===== src/verilog/asr_pkg.sv =====
// constants and types for the serial readout port of the converter
package asr_pkg;

  // word sizes
  localparam int unsigned DATA_BITS   = 32;  // bits shifted out per readout
  localparam int unsigned CFG_BITS    = 13;  // input bits needed to store settings
  localparam int unsigned MUX_FALL    = 14;  // falling edge that switches the channel
  localparam int unsigned CHAN_BITS   = 8;   // channel and reference select field
  localparam int unsigned OSR_BITS    = 4;   // oversample code field

  // timing
  localparam int unsigned CLK_MHZ            = 125;  // system clock rate
  localparam int unsigned DONE_TEST_DELAY_NS = 500;  // sleep before internal readout
  // least time, so round up to whole cycles
  localparam int unsigned DONE_TEST_CYC = (DONE_TEST_DELAY_NS * CLK_MHZ + 999) / 1000;
  localparam int unsigned SCK_HALF_CYC  = 8;    // default half period of internal clock

  // reset values of the settings
  localparam logic [CHAN_BITS-1:0] CHAN_RST = 8'h00;
  localparam logic [OSR_BITS-1:0]  OSR_RST  = 4'hF;
  localparam logic                 DBL_RST  = 1'b0;

  // settings carried by the input word, first bit in is chan msb
  typedef struct packed {
    logic [CHAN_BITS-1:0] chan;                    // channel and reference select
    logic [OSR_BITS-1:0]  oversample_code;         // msb is oversample_code_msb
    logic                 double_rate_select;      // last bit of the rate field
  } asr_cfg_t;

  // two-way serial clock pin
  typedef struct packed {
    logic o;   // level driven
    logic oe;  // high while driving
  } asr_pin_t;

  // converter states
  typedef enum logic [1:0] {ST_CONV, ST_SLEEP, ST_SHIFT} asr_state_t;

endpackage : asr_pkg


===== src/verilog/asr_sync.sv =====
// two-flop synchroniser for inputs from outside the clock domain
`timescale 1ns/1ps
module asr_sync #(
  parameter int unsigned W = 1  // number of bits
) (
  input  wire logic         clk,
  input  wire logic         resetn,
  input  wire logic [W-1:0] async_in,
  output logic      [W-1:0] sync_out
);
  logic [W-1:0] meta_q;  // first stage, read by the second stage only

  // both stages reset high so idle chip select reads as deasserted
  always_ff @(posedge clk or negedge resetn) begin
    if (!resetn) begin
      meta_q   <= '1;
      sync_out <= '1;
    end else begin
      meta_q   <= async_in;
      sync_out <= meta_q;
    end
  end
endmodule : asr_sync


===== src/verilog/asr_tick.sv =====
// enable pulse divider for the internally made serial clock
`timescale 1ns/1ps
module asr_tick #(
  parameter int unsigned HALF = 8  // cycles between pulses
) (
  input  wire logic clk,
  input  wire logic resetn,
  input  wire logic run,
  output logic      tick
);
  logic [15:0] cnt_q;  // cycles since last pulse

  // counter restarts whenever run drops, so each burst starts evenly
  always_ff @(posedge clk or negedge resetn) begin
    if (!resetn) begin
      cnt_q <= 16'h0000;
      tick  <= 1'b0;
    end else if (!run) begin
      cnt_q <= 16'h0000;
      tick  <= 1'b0;
    end else if (cnt_q == 16'(HALF - 1)) begin
      cnt_q <= 16'h0000;
      tick  <= 1'b1;
    end else begin
      cnt_q <= cnt_q + 16'h0001;
      tick  <= 1'b0;
    end
  end
endmodule : asr_tick


===== src/verilog/asr_port.sv =====
// serial readout and configuration port: four timing modes
`timescale 1ns/1ps
module asr_port
  import asr_pkg::*;
#(
  parameter int unsigned SCK_HALF = asr_pkg::SCK_HALF_CYC  // internal clock half period
) (
  input  wire logic                  clk,
  input  wire logic                  resetn,
  input  wire logic                  clock_source_select,
  input  wire logic                  cs_n,
  input  wire logic                  sck_i,
  output asr_pkg::asr_pin_t          sck,
  input  wire logic                  sdi,
  output logic                       sdo_o,
  output logic                       sdo_oe,
  output logic                       busy,
  input  wire logic                  conv_done,
  input  wire logic [asr_pkg::DATA_BITS-2:0] conv_result,
  output logic                       conv_start,
  output asr_pkg::asr_cfg_t          cfg,
  output logic                       mux_switch
);
  import asr_pkg::*;

  // synchronised pins
  logic [3:0]  pins_s;         // select, chip select, clock, data in
  logic        int_mode;       // high: internal serial clock
  logic        cs_low;         // chip select asserted
  logic        sck_s;          // external clock after the synchroniser
  logic        sdi_s;          // data in, aligned with sck_s
  logic        sck_prev_q;     // for edge finding on the clock pin
  logic        cs_prev_q;      // for edge finding on chip select

  // state
  asr_state_t             state_q;      // convert, sleep or shift
  logic [DATA_BITS-1:0]   shift_q;      // static output shifter
  logic [CFG_BITS-1:0]    in_q;         // input word being collected
  logic [5:0]             rise_cnt_q;   // rising edges seen this readout
  logic [5:0]             fall_cnt_q;   // falling edges seen this readout
  logic [6:0]             dly_cnt_q;    // sleep time before internal readout
  logic                   sck_q;        // internal clock level
  logic                   tick;         // half period enable
  logic [1:0]             settle_q;     // synchroniser filled since reset

  // events
  logic ext_rise;    // synchronised rising edge of external clock
  logic ext_fall;    // synchronised falling edge of external clock
  logic cs_rise;     // chip select released
  logic cs_fall;     // chip select asserted
  logic dly_done;    // internal readout may begin
  logic rise_ev;     // a readout rising edge in either mode
  logic fall_ev;     // a readout falling edge in either mode
  logic last_edge;   // edge that ends a full readout
  logic abort_ev;    // readout cut short by chip select
  logic start_conv;  // begin a new conversion now
  logic word_ok;     // enough input bits for a valid word
  asr_cfg_t new_cfg; // decoded input word

  asr_sync #(
    .W (4)
  ) u_sync (
    .clk      (clk),
    .resetn   (resetn),
    .async_in ({clock_source_select, cs_n, sck_i, sdi}),
    .sync_out (pins_s)
  );

  asr_tick #(
    .HALF (SCK_HALF)
  ) u_tick (
    .clk    (clk),
    .resetn (resetn),
    .run    (state_q == ST_SHIFT && int_mode),
    .tick   (tick)
  );

  assign int_mode = pins_s[3];
  assign cs_low   = !pins_s[2];
  assign sck_s    = pins_s[1];
  assign sdi_s    = pins_s[0];
  assign new_cfg  = in_q;

  // edge history of clock and chip select
  always_ff @(posedge clk or negedge resetn) begin
    if (!resetn) begin
      sck_prev_q <= 1'b1;
      cs_prev_q  <= 1'b1;
    end else begin
      sck_prev_q <= sck_s;
      cs_prev_q  <= pins_s[2];
    end
  end

  // the synchroniser reads all ones for two cycles after reset, which looks
  // like internal mode and would drive the clock pin against the host
  always_ff @(posedge clk or negedge resetn) begin
    if (!resetn) begin
      settle_q <= 2'b00;
    end else begin
      settle_q <= {settle_q[0], 1'b1};
    end
  end

  assign ext_rise = !int_mode && sck_s && !sck_prev_q;
  assign ext_fall = !int_mode && !sck_s && sck_prev_q;
  assign cs_rise  = pins_s[2] && !cs_prev_q;
  assign cs_fall  = !pins_s[2] && cs_prev_q;
  assign dly_done = dly_cnt_q == 7'(DONE_TEST_CYC - 1);
  assign word_ok  = rise_cnt_q >= 6'(CFG_BITS);

  // a readout edge: external edges only while readout runs or wakes, the
  // first internal rise comes straight from the end of the sleep delay
  always_comb begin
    rise_ev = 1'b0;
    fall_ev = 1'b0;
    if (int_mode) begin
      rise_ev = (state_q == ST_SLEEP && cs_low && dly_done)
             || (state_q == ST_SHIFT && tick && !sck_q);
      fall_ev = state_q == ST_SHIFT && tick && sck_q;
    end else begin
      rise_ev = ext_rise && ((state_q == ST_SLEEP && cs_low)
             || state_q == ST_SHIFT);
      fall_ev = ext_fall && state_q == ST_SHIFT;
    end
  end

  // external mode ends on the 32nd fall, internal on the 32nd rise
  assign last_edge = int_mode ? (rise_ev && rise_cnt_q == 6'(DATA_BITS - 1))
                              : (fall_ev && fall_cnt_q == 6'(DATA_BITS - 1));
  assign abort_ev   = state_q == ST_SHIFT && cs_rise;
  assign start_conv = state_q == ST_SHIFT && (last_edge || abort_ev);

  // main sequence: convert, sleep holding the result, shift it out
  always_ff @(posedge clk or negedge resetn) begin
    if (!resetn) begin
      state_q <= ST_CONV;
    end else begin
      unique case (state_q)
        ST_CONV: begin
          // sleep follows completion whatever chip select does
          if (conv_done) begin
            state_q <= ST_SLEEP;
          end
        end
        ST_SLEEP: begin
          // stays asleep until a readout edge arrives
          if (rise_ev) begin
            state_q <= ST_SHIFT;
          end
        end
        ST_SHIFT: begin
          // full readout or abort both restart conversion
          if (start_conv) begin
            state_q <= ST_CONV;
          end
        end
      endcase
    end
  end

  // output shifter: result loads while done is high in convert, moves on each fall
  always_ff @(posedge clk or negedge resetn) begin
    if (!resetn) begin
      shift_q <= '1;
    end else if (state_q == ST_CONV && conv_done) begin
      shift_q <= {1'b0, conv_result};
    end else if (fall_ev) begin
      shift_q <= {shift_q[DATA_BITS-2:0], 1'b1};
    end
  end

  // edge counters, cleared when a new conversion starts
  always_ff @(posedge clk or negedge resetn) begin
    if (!resetn) begin
      rise_cnt_q <= 6'h00;
      fall_cnt_q <= 6'h00;
    end else if (state_q == ST_CONV) begin
      rise_cnt_q <= 6'h00;
      fall_cnt_q <= 6'h00;
    end else begin
      if (rise_ev) begin
        rise_cnt_q <= rise_cnt_q + 6'h01;
      end
      if (fall_ev) begin
        fall_cnt_q <= fall_cnt_q + 6'h01;
      end
    end
  end

  // input word: sampled on rising edges, bits past thirteen dropped
  always_ff @(posedge clk or negedge resetn) begin
    if (!resetn) begin
      in_q <= '0;
    end else if (rise_ev && !word_ok) begin
      in_q <= {in_q[CFG_BITS-2:0], sdi_s};
    end
  end

  // sleep delay before internal readout; chip select high resets it, so
  // an early release leaves the device asleep with the result kept
  always_ff @(posedge clk or negedge resetn) begin
    if (!resetn) begin
      dly_cnt_q <= 7'h00;
    end else if (state_q != ST_SLEEP || !int_mode || !cs_low) begin
      dly_cnt_q <= 7'h00;
    end else if (!dly_done) begin
      dly_cnt_q <= dly_cnt_q + 7'h01;
    end
  end

  // internal serial clock level
  always_ff @(posedge clk or negedge resetn) begin
    if (!resetn) begin
      sck_q <= 1'b1;
    end else if (start_conv) begin
      sck_q <= 1'b1;
    end else if (rise_ev) begin
      sck_q <= 1'b1;
    end else if (fall_ev) begin
      sck_q <= 1'b0;
    end else if (state_q == ST_CONV && conv_done) begin
      sck_q <= 1'b0;
    end else if (cs_fall && state_q != ST_SHIFT) begin
      sck_q <= 1'b0;
    end
  end

  // settings: stored only with a full word, used from the next conversion;
  // the channel may move early at the 14th fall in single rate
  always_ff @(posedge clk or negedge resetn) begin
    if (!resetn) begin
      cfg.chan               <= CHAN_RST;
      cfg.oversample_code    <= OSR_RST;
      cfg.double_rate_select <= DBL_RST;
      mux_switch             <= 1'b0;
    end else begin
      mux_switch <= 1'b0;
      if (fall_ev && fall_cnt_q == 6'(MUX_FALL - 1) && word_ok
          && !cfg.double_rate_select && new_cfg.chan != cfg.chan) begin
        cfg.chan   <= new_cfg.chan;
        mux_switch <= 1'b1;
      end
      if (start_conv && word_ok) begin
        cfg.chan <= new_cfg.chan;
        // a zero oversample code leaves rate and resolution alone
        if (new_cfg.oversample_code != '0) begin
          cfg.oversample_code    <= new_cfg.oversample_code;
          cfg.double_rate_select <= new_cfg.double_rate_select;
        end
      end
    end
  end

  // conversion start pulse; reset itself begins the first conversion
  always_ff @(posedge clk or negedge resetn) begin
    if (!resetn) begin
      conv_start <= 1'b1;
    end else begin
      conv_start <= start_conv;
    end
  end

  // pin outputs, all registered; they trail the state by one cycle
  always_ff @(posedge clk or negedge resetn) begin
    if (!resetn) begin
      sdo_o  <= 1'b1;
      sdo_oe <= 1'b0;
      busy   <= 1'b1;
      sck.o  <= 1'b1;
      sck.oe <= 1'b0;
    end else begin
      // done flag while converting, shifter msb otherwise
      sdo_o  <= (state_q == ST_CONV) ? 1'b1 : shift_q[DATA_BITS-1];
      sdo_oe <= cs_low;
      busy   <= state_q == ST_CONV;
      sck.o  <= sck_q;
      sck.oe <= int_mode && settle_q[1];
    end
  end

endmodule : asr_port


===== config.mk =====
export PLATFORM = sky130hd
export DESIGN_NAME = asr_port
export DESIGN_NICKNAME = d
export VERILOG_FILES = /design/src/verilog/asr_pkg.sv /design/src/verilog/asr_sync.sv /design/src/verilog/asr_tick.sv /design/src/verilog/asr_port.sv
export SDC_FILE = /design/constraint.sdc
export NUM_CORES = 1
export LEC_CHECK = 0
export BUFFER_PORTS_ARGS = -buffer_cell sky130_fd_sc_hd__buf_2
export CELL_PAD_IN_SITES_DETAIL_PLACEMENT = 0
export CELL_PAD_IN_SITES_GLOBAL_PLACEMENT = 1
export CORE_MARGIN = 2
export CORE_UTILIZATION = 42
export DETAILED_ROUTE_END_ITERATION = 6
export PLACE_DENSITY_LB_ADDON = 0.1
export SETUP_SLACK_MARGIN = 0.02
export SKIP_CTS_REPAIR_TIMING = 1
export SLEW_MARGIN = 15
export SYNTH_ARGS = -nofsm -noshare
export SYNTH_HDL_FRONTEND = slang
export SYNTH_SLANG_ARGS = --single-unit
export TNS_END_PERCENT = 1

===== constraint.sdc =====
create_clock -name clk -period 5.82 [get_ports clk]
set_input_delay 0.582 -clock clk [delete_from_list [all_inputs] [get_ports clk]]
set_output_delay 0.582 -clock clk [all_outputs]
set_load 0.1 [all_outputs]

# Yosys cells after proc, flatten, opt, wreduce, memory -nomap -nowiden
# Index checks and enable logic that the tools add are counted.
[totals] ff_bits=116 inputBits=38 output_inout_bits=20 elab_cells=121
[op_classes] addsub=4 magnitude_cmp=1 n_eq_ne=14 n_mux=29 reduce_logical=49
[ops] op="$mux 32" n=2
[ops] op="$mux 16" n=2
[ops] op="$logic_and 1x1->1" n=27
[ops] op="$mux 6" n=4
[ops] op="$add 16x1->16 const B" n=1
[ops] op="$eq 16x3->1 const B" n=1
[ops] op="$mux 7" n=2
[ops] op="$mux 13" n=1
[ops] op="$add 6x1->6 const B" n=2
[ops] op="$eq 6x5->1 const B" n=2
[ops] op="$mux 1" n=12
[ops] op="$logic_not 1->1" n=8
[ops] op="$mux 8" n=1
[ops] op="$ne 2x2->1 const B" n=4
[ops] op="$ne 8x8->1" n=1
[ops] op="$reduce_bool 2->1" n=4
[ops] op="$add 7x1->7 const B" n=1
[ops] op="$eq 7x6->1 const B" n=1
[ops] op="$eq 6x4->1 const B" n=1
[ops] op="$ge 6x4->1 const B" n=1
[ops] op="$mux 2" n=3
[ops] op="$pmux 2 s3" n=1
[ops] op="$logic_or 1x1->1" n=5
[ops] op="$mux 5" n=1
[ops] op="other kinds (8)" n=9

# Logic depth before layout (Yosys ltp)
[depth] ltp_word=11 ltp_mapped=9

# Hierarchy
# From an unflattened synthesis, not the netlist that was laid out.
[hier_totals] cells_unflattened=452 hier_area_um2=5257.5
[by_module_without_submodules] mod="asr_port" n_inst=1 cells_each=362 area_per_inst_um2=4230.3
[by_module_without_submodules] mod="asr_tick" n_inst=1 cells_each=82 area_per_inst_um2=817.0
[by_module_without_submodules] mod="asr_sync" n_inst=1 cells_each=8 area_per_inst_um2=210.2

# Least setup slack after synthesis
# OpenSTA, ideal clock, no wires.
[synth_timing] path_kind="register -> register" start="register state_q[0]" end="register in_q[10]" setup_time_ps=125 arrival_ps=2026 setup_slack_ps=3669 stages_incl_launch_ff=10 n_path_buf=2 period_less_slack_ps=2151 cell_sequence="dfrtp_1 > inv_1 > ha_1 > buf_2 > nand2_1 > nor3b_2 > nor3_2 > nor2_4 > buf_8 > mux2_4"
[synth_between] elab_chain_cells=6
[synth_lines] element="from (decl)" line="asr_port.sv:36" text="asr_state_t state_q;"
[synth_lines] element="from (signal assigned)" line="asr_port.sv:137" text="state_q <= ST_CONV;"
[synth_lines] element="from (signal assigned)" line="asr_port.sv:143" text="state_q <= ST_SLEEP;"
[synth_lines] element="from (signal assigned)" line="asr_port.sv:149" text="state_q <= ST_SHIFT;"
[synth_lines] element="$eq 2x1->1 / $eq 2x2->1 (equally long branches)"
[synth_lines] element="$logic_and 1x1->1 (on tied branches)" line="asr_port.sv:118, asr_port.sv:122, asr_port.sv:119"
[synth_lines] element="$logic_or 1x1->1, or another cell as far along" line="asr_port.sv:123" text="|| state_q == ST_SHIFT);"
[synth_lines] element="$logic_and 1x1->1 / $logic_or 1x1->1 (equally long branches)" line="asr_port.sv:122, asr_port.sv:119"
[synth_lines] element="$mux 1 *" line="asr_port.sv:117" text="if (int_mode) begin"
[synth_lines] element="$logic_and 1x1->1 *" line="asr_port.sv:195" text="end else if (rise_ev && !word_ok) begin"
[synth_lines] element="to (signal assigned)" line="asr_port.sv:196" text="in_q <= {in_q[CFG_BITS-2:0], sdi_s};"
[synth_lines] element="to (decl)" line="asr_port.sv:38" text="logic [CFG_BITS-1:0] in_q;"
# Mark *: on every way between the ends. The rest lies on a longest branch, timed or not.
# A chain may end at the register's enable or synchronous reset.

# Final worst setup path
[layout_timing] start="register state_q[0]" end="register cfg[5] (netlist name)"
[layout_between] elab_chain_cells=11
[layout_lines] element="$eq 2x1->1 / $eq 2x2->1 (equally long branches)"
[layout_lines] element="$logic_and 1x1->1 (on tied branches)"
[layout_lines] element="$logic_or 1x1->1, or another cell as far along" line="asr_port.sv:123"
[layout_lines] element="$logic_and 1x1->1 / $logic_or 1x1->1 (equally long branches)" line="asr_port.sv:122, asr_port.sv:119"
[layout_lines] element="$mux 1" line="asr_port.sv:117"
[layout_lines] element="$logic_and 1x1->1" line="asr_port.sv:129" text="assign last_edge = int_mode ? (rise_ev && rise_cnt_q == 6'(DATA_BITS - 1))"
[layout_lines] element="$mux 1" line="asr_port.sv:129"
[layout_lines] element="$logic_or 1x1->1" line="asr_port.sv:132" text="assign start_conv = state_q == ST_SHIFT && (last_edge || abort_ev);"
[layout_lines] element="$logic_and 1x1->1" line="asr_port.sv:132"
[layout_lines] element="$logic_and 1x1->1" line="asr_port.sv:244" text="if (start_conv && word_ok) begin"
[layout_lines] element="$mux 13 / $reduce_bool 2->1 (equally long branches)"
[layout_lines] element="to (decl)" line="asr_port.sv:21" text="output asr_pkg::asr_cfg_t cfg,"
# Several ways; a longest one is shown, not always the timed one.

==> summary.txt <==
Clock network
  – CTS tree: done
  – Clock sinks: between 100 and 150
  – Max clock buf depth: 2
  – Clk_lat worst skew: about 400 ps
  – Num CTS Buffers: 17
  – H-Tree Depth: 4
  – Root Buffer: clkbuf_16
  – CTS clk-pin slew, worst paths: approximately 50 ps

Global routing
  – First-pass GRT wire length: roughly 17000 um
  – GRT Util Overall: 0.163
  – Largest net degree at the start of global routing: just over 80
  – Initial antenna violation count: 0
  – Number of global-route vias before repair: 3391
  – GRT Residual Overflow: 0

Yosys
  – Syn_area_per_cell: 11.7 um2
  – Top cell type's share of synthesized area: 0.305
  – Async set-reset flop share out of synthesis: 1.00
  – Top FF cell, synth: dfrtp_1
  – Synth Warn #: 0
  – Yosys cell types: 57
  – Mapped Area: between 5000 and 6000 um2
  – Number of synthesized flops with an enable pin: 0
  – Area contributors post-synth: dfrtp_1, dfstp_2, mux2i_1
  – Register bit total from synthesis: between 100 and 150
  – Post-Synthesis Cells: 455
  – Top cell type by total area after synthesis: dfrtp_1
  – Sequential share of the synthesized area: 0.556
  – Syn nets: about 510

Worst setup path
  – CP max FO: 42
  – Reg2reg end: cfg[5]
  – Critical path endpoint: cfg[5]
  – Worst Reg2Reg Path Length in Cells: 8
  – R2R setup slack: 2800 ps
  – WP data arrival: around 3300 ps
  – Required time worst endpoint: just over 6000 ps
  – Startpoint Class: register
  – Crit Reg-Reg Startpoint: state_q[0]
  – Crit. End Element: register
  – WS Path Type: register to register
  – CP Launch Point: state_q[0]

Pwr
  – Worst VDD drop: approximately 0.00023 V
  – Leakage: 2.73 nW
  – Total power: approximately 2.7 mW
  – Power per standard cell area: between 400 and 500 nW/um2

Layout
  – Layout Nets: roughly 570
  – Layout cells sized above 1: 0.334
  – Storage element area: approximately 3000 um2
  – Antenna cells: 0
  – Area delta synth->final: 19.9%
  – Multi-input gate area: roughly 2200 um2
  – FILL cells: 1166

Floorplanning
  – Die span in y: around 120 um
  – Area of the core: around 13000 um2
  – Die W: 117 um
  – Starting Density: 0.426
  – Row count: 41
  – Die area: around 14000 um2
  – Io pins: 58

Timing
  – Slew headroom: 0.329
  – Slew Limit Fails: 0
  – Final Cycle Share: 0.519
  – RSZ-0062 raised after global routing: no
  – Fin Setup TNS: 0 ps
  – Final Hold Viols: 0
  – Final setup fails: 0
  – Worst Clk Skew: between 7 and 8 ps
  – Peak Freq: roughly 0.33 GHz
  – PnR worst setup slack: between 2000 and 3000 ps
  – Actual slew at the worst max-slew pin: between 1000 and 1500 ps
  – Post-layout min period: between 3000 and 4000 ps

Routing
  – Antenna viol nets, final: 0
  – DRC viols: 0
  – Vias/cell: 4.86
  – Routed length per instance: 14.2 um
  – Routed WL: between 10000 and 15000 um
  – Detailed-route via count: 3414
  – Initial DRT Pass Iterations: 4
  – Initial DRC Count: ~140

Run status
  – Status: complete, no violations

Placement
  – Gp weighted congestion: slightly below 0.8
  – IO Port Bufs: between 50 and 60
  – DP Worst Slack: 2780 ps
  – DP HPWL: around 6400 um

Flow run
  – # Max-Cap Violations: 0

Hold path
  – Type of the worst min-delay path: primary input to async pin
==> cell usage after synthesis, drive strengths merged (2+ instances only) <==
master	number
a211oi	2
a21oi	4
and2	4
and3	5
and4	2
buf	8
clkbuf	8
dfrtp	65
dfstp	51
ha	12
inv	13
mux2	25
mux2i	33
nand2	46
nand2b	2
nand3	8
nand3b	3
nand4	12
nor2	43
nor2b	3
nor3	5
nor3b	2
nor4	4
nor4b	3
o211ai	2
o21ai	35
o2bb2ai	2
o311ai	2
o31ai	2
or3	2
xnor2	18
xor2	17
==> flip-flops by register name (all words and copies together), names as in the netlist, 2 cells and up <==
| signal | flops |
|---|---|
| shift_q | 32 |
| u_tick.cnt_q | 16 |
| cfg | 13 |
| in_q | 13 |
| dly_cnt_q | 7 |
| fall_cnt_q | 6 |
| rise_cnt_q | 6 |
| u_sync.meta_q | 4 |
| u_sync.sync_out | 4 |
| sck | 2 |
| settle_q | 2 |
| state_q | 2 |
==> worst min-delay path by stage <==
| stage | depth (start not counted) | to | slack (ps) | startpoint |
|---|---|---|---|---|
| 3_5_place_dp | 0 | settle_q[1] | 350 | settle_q[0] |
| 6_report | 1 | dly_cnt_q[2] | 130 | resetn |
| 3_3_place_gp | 0 | settle_q[1] | 330 | settle_q[0] |
| 4_1_cts | 1 | sck[0] | 130 | resetn |
| 2_1_floorplan | 0 | cfg[0] | 290 | resetn |
| 5_1_grt | 1 | sck[0] | 150 | resetn |
==> power by group <==
part	internal [mW]	switching (mW)	total, mW	leakage [nW]
Combinational	0.179	0.303	0.482	1.01
Clock	0.715	0.354	1.07	0.299
Sequential	1.05	0.0954	1.15	1.43
Total	1.95	0.752	2.70	2.73
==> routing by layer <==
| layer | up-vias | routed length (um) | track usage |
|---|---|---|---|
| li1 | 1695 | - | - |
| met1 | 1649 | 4940 | 0.222 |
| met2 | 58 | 4520 | 0.241 |
| met3 | 12 | 392 | 0.0498 |
| met4 | 0 | 153 | 0.0729 |
| met5 | - | 0 | 0 |
==> stage by stage <==
| step | instances | util | hold slack (ps) | cell area, um2 |
|---|---|---|---|---|
| after floorplan | 455 | - | 286 | 5330 |
| after detailed placement | 670 | 0.462 | 346 | 5780 |
| after global placement | 670 | 0.462 | 332 | 5780 |
| final | 702 | 0.511 | 127 | 6390 |
| after global routing | 702 | 0.511 | 151 | 6390 |
| after CTS | 702 | 0.511 | 126 | 6390 |
==> final cells by class <==
class                           count  area share
Clock buffer                       23      0.0763
Multi-Input combinational cell    310       0.351
Timing Repair Buffer               59      0.0474
Sequential cell                   116       0.464
Tap cell                          172      0.0337
Inverter                           13     0.00763
Clock inverter                      9      0.0196
==> critical path, stage by stage (launching register included) <==
cell	delay (ps)
dfrtp_1	390
inv_1	110
ha_1	380
nand2_1	210
o21ai_4	180
buf_4	510
nand3_1	230
o211ai_2	480
mux2_2	400
==> cell usage in the layout, fill, tap and decap left out, drive strengths merged, types with 3 or more instances in the layout <==
cell / instances
dfrtp: 65
buf: 59
dfstp: 51
nand2: 46
nor2: 43
o21ai: 35
mux2i: 33
mux2: 25
clkbuf: 23
xnor2: 18
xor2: 17
inv: 13
nand4: 12
ha: 12
nand3: 8
and3: 5
nor3: 5
nor4: 4
clkinv: 4
and2: 4
a21oi: 4
nor2b: 3
bufinv: 3
nor4b: 3
nand3b: 3
==> logic make-up (layout without fill, tap and decap cells) <==
kind of cell / count (synthesis) / in the layout / share of synthesized area
adder cells (fa/ha/maj): 12 / 12 / 0.0282
buffers and inverters: 29 / 104 / 0.0246
flip-flops: 116 / 116 / 0.556
XOR/XNOR: 35 / 35 / 0.0575
other: 1 / 1 / 0.000703
multiplexers: 58 / 58 / 0.122
AND/OR/NAND/NOR: 150 / 150 / 0.147
AO/OA/AOI/OAI: 54 / 54 / 0.0641
Power figures use the tool's default switching activity.
